## src/common/wtc_pkg.sv

```systemverilog
// Constants, register map and types shared by the watchdog timer core.
package wtc_pkg;

   // ----------------------------------------------------------------
   // Clock rates and dividers
   // ----------------------------------------------------------------
   localparam int CLK_FREQ_KHZ = 10000;
   localparam int RC_FREQ_KHZ = 31;
   localparam int RC_DIV = CLK_FREQ_KHZ / RC_FREQ_KHZ;
   localparam int RC_W = 9;
   localparam logic [RC_W-1:0] RC_LAST = RC_W'(RC_DIV - 1);
   localparam int PRE_RATIO_SHORT = 32;
   localparam int PRE_RATIO_LONG = 128;
   localparam int PRE_W = 7;
   localparam logic [PRE_W-1:0] PRE_LAST_SHORT = PRE_W'(PRE_RATIO_SHORT - 1);
   localparam logic [PRE_W-1:0] PRE_LAST_LONG = PRE_W'(PRE_RATIO_LONG - 1);
   localparam int BASE_PERIOD_SHORT_MS = 1;
   localparam int BASE_PERIOD_LONG_MS = 4;
   localparam int POST_W = 15;
   localparam int POST_SEL_W = 4;

   // ----------------------------------------------------------------
   // Register map
   // ----------------------------------------------------------------
   localparam int ADDR_W = 8;
   localparam logic [ADDR_W-1:0] OFF_CONFIG = 8'h00;
   localparam logic [ADDR_W-1:0] OFF_CONTROL = 8'h04;
   localparam logic [ADDR_W-1:0] OFF_COUNT = 8'h08;
   localparam logic [1:0] RESP_OKAY = 2'h0;
   localparam logic [1:0] RESP_SLVERR = 2'h2;

   localparam int BIT_FIXED_EN = 7;
   localparam int BIT_WIN_OFF = 6;
   localparam int BIT_CFG_UNIMP = 5;
   localparam int BIT_PRE_SEL = 4;
   localparam int LSB_POST_SEL = 0;
   localparam int BIT_SOFT_EN = 5;
   localparam int BIT_TIMEOUT = 4;
   localparam int BIT_SLEEP = 3;
   localparam int BIT_IDLE = 2;

   localparam logic RST_FIXED_EN = 1'h1;
   localparam logic RST_WIN_OFF = 1'h1;
   localparam logic RST_PRE_SEL = 1'h1;
   localparam logic [POST_SEL_W-1:0] RST_POST_SEL = 4'hF;
   localparam logic RST_SOFT_EN = 1'h0;
   localparam logic RST_FLAG = 1'h0;

   // ----------------------------------------------------------------
   // Power states
   // ----------------------------------------------------------------
   typedef enum logic [1:0] {
      PWR_RUN,
      PWR_SLEEP,
      PWR_IDLE
   } wtc_pwr_t;

endpackage : wtc_pkg

```

## src/common/wtc_div_if.sv

```systemverilog
// Signals between the watchdog core and one of its divider stages.
`timescale 1ns/1ns
interface wtc_div_if #(parameter int W = 8) ();
   logic clr;
   logic inc;
   logic [W-1:0] last;
   logic [W-1:0] cnt;
   logic tick;
   modport div (input clr, input inc, input last, output cnt, output tick);
   modport ctl (output clr, output inc, output last, input cnt, input tick);
endinterface : wtc_div_if

```

## src/verilog/wtc_divider.sv

```systemverilog
// One divider stage: counts advance pulses and ticks on the last count.
`timescale 1ns/1ns
module wtc_divider #(
   parameter int W = 8
) (
   input wire logic aclk,
   input wire logic aresetn,
   wtc_div_if.div d
);
   logic [W-1:0] cnt_q;
   logic [W-1:0] cnt_d;
   wire at_last = (cnt_q == d.last);

   assign d.tick = d.inc && at_last;
   assign d.cnt = cnt_q;
   assign cnt_d = (d.clr || d.tick) ? '0 : (d.inc ? cnt_q + W'(1) : cnt_q);

   always_ff @(posedge aclk) begin
      if (!aresetn) begin
         cnt_q <= '0;
      end else begin
         cnt_q <= cnt_d;
      end
   end
endmodule : wtc_divider

```

## src/verilog/wtc_core.sv

```systemverilog
// Watchdog timer core with an AXI4-Lite register slave.
// ------------------------------------------------------------------
// ------------------------------------------------------------------
`timescale 1ns/1ns
module wtc_core (
   input wire logic aclk,
   input wire logic aresetn,
   input wire logic [wtc_pkg::ADDR_W-1:0] awaddr,
   input wire logic [2:0] awprot,
   input wire logic awvalid,
   output logic awready,
   input wire logic [31:0] wdata,
   input wire logic [3:0] wstrb,
   input wire logic wvalid,
   output logic wready,
   output logic [1:0] bresp,
   output logic bvalid,
   input wire logic bready,
   input wire logic [wtc_pkg::ADDR_W-1:0] araddr,
   input wire logic [2:0] arprot,
   input wire logic arvalid,
   output logic arready,
   output logic [31:0] rdata,
   output logic [1:0] rresp,
   output logic rvalid,
   input wire logic rready,
   input wire logic dog_clear_instr,
   input wire logic power_save_instr,
   input wire logic power_save_idle,
   input wire logic clock_switch_done,
   input wire logic wake_other,
   output logic low_power_rc_osc_en,
   output logic dog_reset_req,
   output logic dog_wake
);
   import wtc_pkg::*;

   // ---------------------------------------------------------------
   // State
   // ---------------------------------------------------------------
   logic aw_free_q;
   logic w_free_q;
   logic [ADDR_W-1:0] wr_addr_q;
   logic [31:0] wr_data_q;
   logic wr_strb0_q;
   logic bvalid_q;
   logic [1:0] bresp_q;
   logic arready_q;
   logic rvalid_q;
   logic [31:0] rdata_q;
   logic [1:0] rresp_q;
   logic dog_fixed_enable_q;
   logic window_mode_off_q;
   logic prescale_ratio_sel_q;
   logic [POST_SEL_W-1:0] postscale_sel_q;
   logic dog_soft_enable_q;
   logic dog_timeout_flag_q;
   logic sleep_flag_q;
   logic idle_flag_q;
   logic dog_timeout_flag_d;
   logic sleep_flag_d;
   logic idle_flag_d;
   wtc_pwr_t pwr_q;
   wtc_pwr_t pwr_d;
   logic osc_en_q;
   logic reset_req_q;
   logic wake_q;

   wtc_div_if #(.W(RC_W)) osc_div ();
   wtc_div_if #(.W(PRE_W)) pre_div ();
   wtc_div_if #(.W(POST_W)) post_div ();

   // ---------------------------------------------------------------
   // Counter chain
   // ---------------------------------------------------------------
   wire running = (pwr_q == PWR_RUN);
   wire dog_en = dog_fixed_enable_q || dog_soft_enable_q;
   wire windowed = !window_mode_off_q && dog_fixed_enable_q;
   wire [POST_W-1:0] post_last = POST_W'((16'h0001 << postscale_sel_q) - 16'h0001);
   wire [POST_W-1:0] win_start = post_last - (post_last >> 2);
   wire win_early = windowed && (post_div.cnt < win_start);
   wire post_timeout = post_div.tick;
   wire enter_save = running && power_save_instr;
   wire run_clear = running && dog_clear_instr && dog_en;
   wire win_violation = run_clear && win_early;
   wire dog_event = post_timeout || win_violation;
   wire leave_save = !running && (wake_other || post_timeout);
   wire clr_all = clock_switch_done || enter_save || leave_save || run_clear ||
                  !dog_en || dog_event;

   assign osc_div.inc = dog_en;
   assign osc_div.last = RC_LAST;
   assign osc_div.clr = clr_all;
   assign pre_div.inc = osc_div.tick;
   assign pre_div.last = prescale_ratio_sel_q ? PRE_LAST_LONG : PRE_LAST_SHORT;
   assign pre_div.clr = clr_all;
   assign post_div.inc = pre_div.tick;
   assign post_div.last = post_last;
   assign post_div.clr = clr_all;

   wtc_divider #(.W(RC_W)) u_osc (.aclk(aclk), .aresetn(aresetn), .d(osc_div));
   wtc_divider #(.W(PRE_W)) u_pre (.aclk(aclk), .aresetn(aresetn), .d(pre_div));
   wtc_divider #(.W(POST_W)) u_post (.aclk(aclk), .aresetn(aresetn), .d(post_div));

   // ---------------------------------------------------------------
   // Power state
   // ---------------------------------------------------------------
   always_comb begin
      pwr_d = pwr_q;
      case (pwr_q)
         PWR_RUN: begin
            if (power_save_instr) begin
               pwr_d = power_save_idle ? PWR_IDLE : PWR_SLEEP;
            end
         end
         PWR_SLEEP, PWR_IDLE: begin
            if (leave_save) begin
               pwr_d = PWR_RUN;
            end
         end
         default: begin
            pwr_d = PWR_RUN;
         end
      endcase
   end

   // ---------------------------------------------------------------
   // Register decode
   // ---------------------------------------------------------------
   wire wr_go = !aw_free_q && !w_free_q && !bvalid_q;
   wire wr_cfg = wr_addr_q == OFF_CONFIG;
   wire wr_ctl = wr_addr_q == OFF_CONTROL;
   wire wr_hit = wr_cfg || wr_ctl || (wr_addr_q == OFF_COUNT);
   wire cfg_we = wr_go && wr_cfg && wr_strb0_q;
   wire ctl_we = wr_go && wr_ctl && wr_strb0_q;
   wire rd_take = arvalid && arready_q;
   wire rd_cfg = araddr == OFF_CONFIG;
   wire rd_ctl = araddr == OFF_CONTROL;
   wire rd_cnt = araddr == OFF_COUNT;
   wire rd_hit = rd_cfg || rd_ctl || rd_cnt;
   wire [31:0] cfg_word = {24'h000000, dog_fixed_enable_q, window_mode_off_q, 1'h1,
                           prescale_ratio_sel_q, postscale_sel_q};
   wire [31:0] ctl_word = {26'h0000000, dog_soft_enable_q, dog_timeout_flag_q,
                           sleep_flag_q, idle_flag_q, 2'h0};
   wire [31:0] cnt_word = {17'h00000, post_div.cnt};
   wire [31:0] rd_word = rd_cfg ? cfg_word : (rd_ctl ? ctl_word : (rd_cnt ? cnt_word : 32'h0));

   assign dog_timeout_flag_d = dog_event ||
                               (dog_timeout_flag_q && !(ctl_we && !wr_data_q[BIT_TIMEOUT]));
   assign sleep_flag_d = (enter_save && !power_save_idle) ||
                         (sleep_flag_q && !(ctl_we && !wr_data_q[BIT_SLEEP]));
   assign idle_flag_d = (enter_save && power_save_idle) ||
                        (idle_flag_q && !(ctl_we && !wr_data_q[BIT_IDLE]));

   // ---------------------------------------------------------------
   // AXI4-Lite channels
   // ---------------------------------------------------------------
   always_ff @(posedge aclk) begin
      if (!aresetn) begin
         aw_free_q <= 1'h1;
         w_free_q <= 1'h1;
         wr_addr_q <= '0;
         wr_data_q <= 32'h0;
         wr_strb0_q <= 1'h0;
         bvalid_q <= 1'h0;
         bresp_q <= RESP_OKAY;
      end else begin
         if (awvalid && aw_free_q) begin
            aw_free_q <= 1'h0;
            wr_addr_q <= {awaddr[ADDR_W-1:2], 2'h0};
         end
         if (wvalid && w_free_q) begin
            w_free_q <= 1'h0;
            wr_data_q <= wdata;
            wr_strb0_q <= wstrb[0];
         end
         if (wr_go) begin
            bvalid_q <= 1'h1;
            bresp_q <= wr_hit ? RESP_OKAY : RESP_SLVERR;
         end else if (bvalid_q && bready) begin
            bvalid_q <= 1'h0;
            aw_free_q <= 1'h1;
            w_free_q <= 1'h1;
         end
      end
   end

   always_ff @(posedge aclk) begin
      if (!aresetn) begin
         arready_q <= 1'h1;
         rvalid_q <= 1'h0;
         rdata_q <= 32'h0;
         rresp_q <= RESP_OKAY;
      end else if (rd_take) begin
         arready_q <= 1'h0;
         rvalid_q <= 1'h1;
         rdata_q <= rd_word;
         rresp_q <= rd_hit ? RESP_OKAY : RESP_SLVERR;
      end else if (rvalid_q && rready) begin
         arready_q <= 1'h1;
         rvalid_q <= 1'h0;
      end
   end

   // ---------------------------------------------------------------
   // Control and status
   // ---------------------------------------------------------------
   always_ff @(posedge aclk) begin
      if (!aresetn) begin
         dog_fixed_enable_q <= RST_FIXED_EN;
         window_mode_off_q <= RST_WIN_OFF;
         prescale_ratio_sel_q <= RST_PRE_SEL;
         postscale_sel_q <= RST_POST_SEL;
         dog_soft_enable_q <= RST_SOFT_EN;
         dog_timeout_flag_q <= RST_FLAG;
         sleep_flag_q <= RST_FLAG;
         idle_flag_q <= RST_FLAG;
         pwr_q <= PWR_RUN;
      end else begin
         if (cfg_we) begin
            dog_fixed_enable_q <= wr_data_q[BIT_FIXED_EN];
            window_mode_off_q <= wr_data_q[BIT_WIN_OFF];
            prescale_ratio_sel_q <= wr_data_q[BIT_PRE_SEL];
            postscale_sel_q <= wr_data_q[LSB_POST_SEL +: POST_SEL_W];
         end
         if (ctl_we) begin
            dog_soft_enable_q <= wr_data_q[BIT_SOFT_EN];
         end
         dog_timeout_flag_q <= dog_timeout_flag_d;
         sleep_flag_q <= sleep_flag_d;
         idle_flag_q <= idle_flag_d;
         pwr_q <= pwr_d;
      end
   end

   always_ff @(posedge aclk) begin
      if (!aresetn) begin
         osc_en_q <= 1'h0;
         reset_req_q <= 1'h0;
         wake_q <= 1'h0;
      end else begin
         osc_en_q <= dog_en;
         reset_req_q <= dog_event && running;
         wake_q <= post_timeout && !running;
      end
   end
   assign awready = aw_free_q;
   assign wready = w_free_q;
   assign bvalid = bvalid_q;
   assign bresp = bresp_q;
   assign arready = arready_q;
   assign rvalid = rvalid_q;
   assign rdata = rdata_q;
   assign rresp = rresp_q;
   assign low_power_rc_osc_en = osc_en_q;
   assign dog_reset_req = reset_req_q;
   assign dog_wake = wake_q;
endmodule : wtc_core

```

## config.mk

```make
export PLATFORM = sky130hd
export DESIGN_NAME = wtc_core
export DESIGN_NICKNAME = d
export VERILOG_FILES = /design/src/common/wtc_pkg.sv /design/src/common/wtc_div_if.sv /design/src/verilog/wtc_divider.sv /design/src/verilog/wtc_core.sv
export SDC_FILE = /design/constraint.sdc
export NUM_CORES = 1
export LEC_CHECK = 0
export BUFFER_PORTS_ARGS = -buffer_cell sky130_fd_sc_hd__buf_4
export CORE_UTILIZATION = 30
export DETAILED_ROUTE_END_ITERATION = 10
export PLACE_DENSITY = 0.53
export SYNTH_ARGS = -nofsm -noshare
export SYNTH_HDL_FRONTEND = slang
export SYNTH_SLANG_ARGS = --single-unit
export TNS_END_PERCENT = 10
```

## constraint.sdc

```tcl
create_clock -name aclk -period 7 [get_ports aclk]
set_clock_uncertainty 0.15 [all_clocks]
set_input_delay 0.35 -clock aclk [delete_from_list [all_inputs] [get_ports aclk]]
set_output_delay 0.35 -clock aclk [all_outputs]
set_load 0.05 [all_outputs]
```

==> run summary <==
The worst setup path category was flip-flop to flip-flop. Share of the synthesized area in the top cell type: 0.311. The largest area contributor in the netlist is dfxtp_1. The first-pass GRT wire length was 22900 microns; the depth of the critical timing path with buffers and inverters included was 20.

End of the worst register-to-register path: dog_timeout_flag_q. Critical path endpoint category: a flip-flop. The I/O pin total is 114. The via count of the first global-routing pass was 4525. The buffer count from post-CTS setup fixing came out at 0. The final route contains 4736 vias. Dividing the detail-routed wire length by the instance count gives 15.2 microns.

The logs give 0 for the total DRC errors in the routed layout and 0.851 for the routability congestion estimate. The tools report the clock root buffer as clkbuf_16. For this design the static power due to leakage is 2.42 nW. After the last flow step, the layout net total stands at 795. By area the synthesized netlist is led by dfxtp_1, ha_1, nand2_1.

The die covers 18600 sq um. STA classifies the critical path startpoint as a flip-flop. For this run, the leading register cell type out of synthesis is dfxtp_1. Counting the buffers created by CTS gives 9. The count of mapped cells out of synthesis is 658.

Clock latency on the worst-skew pair, taken at its later pin, is 0.34 ns. Relative to the synthesized area, the layout overhead comes to 14.6%. The share of flip-flops with an asynchronous set or reset after synthesis works out to 0. Detailed placement finished with a half-perimeter wire length of 10400 microns. The startpoint of the worst-slack reg-to-reg timing path is postscale_sel_q[0]. Setup repair after global routing left no endpoint under its margin. The portion of the clock cycle consumed by the worst path in the final layout was 0.795. The required time of the critical path was 7.12 ns. Counting distinct cell types in the post-synthesis netlist gives 73. For the number of violations of the max-capacitance limit, the log shows 0. The maximum buffer depth of the clock tree came out at 2. The minimum hold slack came out at 0.116 ns. The clock slew at the register clock pins of the worst setup and hold paths is 0.06 ns, and the delay of the slowest cell on the worst path is 0.74 ns. The Yosys step of the flow raised 0 warnings. The die is 136 microns tall.

By instance count, the cell type seen most on the critical path is ha_1. Total instance count after detailed placement: 910. The count of buffering cells on the critical path with inverters included works out to 2.

Via density per instance: 5.13. In this run the power density over the cells is 179 nW/um^2. The cell row count is 48. The synthesized design contains 84 register bits. The synthesized design contains 0 enable-type register cells. The worst hold path passes through 2 cells.

The worst max-slew margin expressed relative to the limit is 0.450, and the cell area after layout is 6200 sq um. The total track usage is 0.156, and the hold-fix buffer count after cts is 0. TritonCTS built the clock tree. For the total length of routed wires, the log shows 14000 microns. The slowest stage of the critical path belongs to the cell dfxtp_1. For the worst setup path, the data arrival time is 5.69 ns.

The worst-case IR drop observed on VDD is 0.176 mV. The shortest period the worst path allows was 5.57 ns; the peak clock frequency supported by timing was 180 MHz. For the initial core utilization, the log shows 0.310. The number of cells on the worst reg-to-reg path was 20; the slack of the worst reg-to-reg path was 1.43 ns. Post-CTS repair changed the size of 0 cells. The run finished with clean final reports. Walking the worst path, the cells encountered are nor2_1, nand2_1, ha_1, buf_4, and2_1, nor2_1, o21ai_0, inv_1, ha_1, a311oi_1, o221ai_1, a22oi_1, o21bai_1, xnor2_1, ha_1, a21o_1, a21o_1, a211oi_1, a21oi_1, a21boi_0. For the number of nets with antenna violations after routing, the log shows 0. The max-slew violation count is 0, and the largest fanout on the critical path is 16. The floorplan step set the die width to 136 microns. The count of antenna diodes in the layout is 0, and the mean post-synth cell area is 8.23 sq um. The placed instances occupy a cell area of 5900 sq um. The class of the most critical hold timing path was input pin to flip-flop. The pre-antenna-repair detailed-routing pass consisted of 5 iterations. The region available for standard cell placement spans 17500 sq um.

Leaving out filler cells and counting taps, the final layout contains 924. The run gives 0 as the number of antenna violations at the first check in global routing. In this run the most critical hold path is launched from awvalid. Setup violations remaining at the end of the flow were counted as 0. Among cell families on the critical path, the largest total delay comes from compound AO/OA/AOI/OAI gates. The logs give 0.311 for the part of the Yosys area used for sequential elements and 84 for the number of clock sinks. The transition time at the pin with the least slew margin works out to 0.823 ns.

The count of final hold-check violations was 0; the first-iteration detailed-routing DRC count was 281. Setup TNS: 0 ns. The post-synthesis cell area was 5420 sq um. The H-tree generated during clock tree synthesis spans 3 levels. The utilization after layout is 0.355, and the fraction of final layout cells with drive strength greater than 1 is 0.156. Endpoint of the worst hold path: awready.

Global routing finished with a remaining overflow of 0. In this run the tool buffered the top-level ports with 59 buffer cells. For the pin count of the biggest net entering global routing, the log shows 52.
-- layout by cell type (no fill, tap or decap), types with 3 or more instances in the layout --
cell type,count
dfxtp_1,84
inv_1,24
nor3_1,6
mux2i_1,12
o21bai_1,4
a22oi_1,12
nor3b_1,8
conb_1,19
ha_1,28
o21ai_0,39
and2_1,4
a21o_1,8
and3_1,6
a21oi_1,24
nand3_1,26
xnor2_1,23
a21boi_0,20
or2_2,5
nand3b_1,3
nor2b_1,27
nand2b_1,8
nand4_1,12
clkbuf_16,9
xor2_1,22
nor2_2,10
buf_4,65
o211ai_1,8
nor4_1,5
nand2_1,65
a211oi_1,6
a222oi_1,4
nor2_1,46
o2111ai_1,3
and3_2,3
o21a_1,3
-- Yosys cell counts (all sizes together) (2+ instances only) --
cell	instances
nor4b	2
a21oi	25
ha	28
inv	24
o21ai	39
and3	9
a311oi	2
nor3	6
nand4	12
a21boi	20
xor2	22
o2111ai	3
nor4	7
a221oi	2
o221ai	2
a21o	8
xnor2	23
buf	31
nand4b	2
a211o	2
nand3	27
o211ai	8
o21a	3
a22oi	12
nor2	56
nand2	65
clkbuf	25
nand3b	3
o21bai	4
mux2i	12
and2	6
or4	2
nor2b	27
a211oi	6
or2	7
nand2b	9
o31ai	2
a222oi	4
dfxtp	84
a2111oi	2
o221a	2
nor3b	9
-- metal layers --
| metal | global-route usage | share of wire |
|---|---|---|
| met5 | 0 | 0 |
| met4 | 0.0438 | 0.014 |
| met3 | 0.0268 | 0.034 |
| met2 | 0.255 | 0.47 |
| met1 | 0.210 | 0.48 |
-- cell families after synthesis --
group / after synthesis / share of synthesized area
xor+xnor: 45 / 0.0728
simple gates: 254 / 0.252
flops: 84 / 0.311
mux: 12 / 0.0222
fa+ha+maj: 29 / 0.0684
other cells: 1 / 0.000692
compound gates: 153 / 0.193
buf+inv: 80 / 0.0809
-- worst max-delay path by stage --
stage                                   from                  to  slack [ns]
after floorplan           postscale_sel_q[1]  dog_timeout_flag_q        1.98
after global placement    postscale_sel_q[0]  dog_timeout_flag_q        1.57
after detailed placement  postscale_sel_q[0]  dog_timeout_flag_q        1.51
after CTS                 postscale_sel_q[0]  dog_timeout_flag_q        1.48
after global routing      postscale_sel_q[0]  dog_timeout_flag_q        0.91
final                     postscale_sel_q[0]  dog_timeout_flag_q        1.43
-- final cells by class --
cell class / instances / area (sq um)
Clock buffer: 11 / 253
Inverter: 24 / 90.1
Timing Repair Buffer: 65 / 488
Tap cell: 225 / 282
Fill cell: 1818 / 11300
Sequential cell: 84 / 1680
Multi-Input combinational cell: 512 / 3360
Clock inverter: 3 / 47.5
-- sequential cells by signal (all words and copies together), names as in the netlist, 2 cells and up --
name,cells
wr_data_q,8
wr_addr_q,6
rdata,15
pwr_q,2
u_post.d.cnt,15
postscale_sel_q,4
u_pre.d.cnt,7
u_osc.d.cnt,9
-- through the flow --
step                power (W)  setup WS (ns)
floorplan            0.000618           1.98
detailed placement   0.000647           1.51
global placement     0.000642           1.57
CTS                   0.00113           1.48
global route          0.00116          0.906
finish                0.00111           1.43
-- report_power, final --
group	switching [W]	total (W)	internal, W
registers	0.0000113	0.000502	0.000491
logic	0.0000895	0.000134	0.0000448
clock network	0.000183	0.000476	0.000293
total	0.000284	0.00111	0.000829
Note: power is estimated with default switching activity, not from simulation.
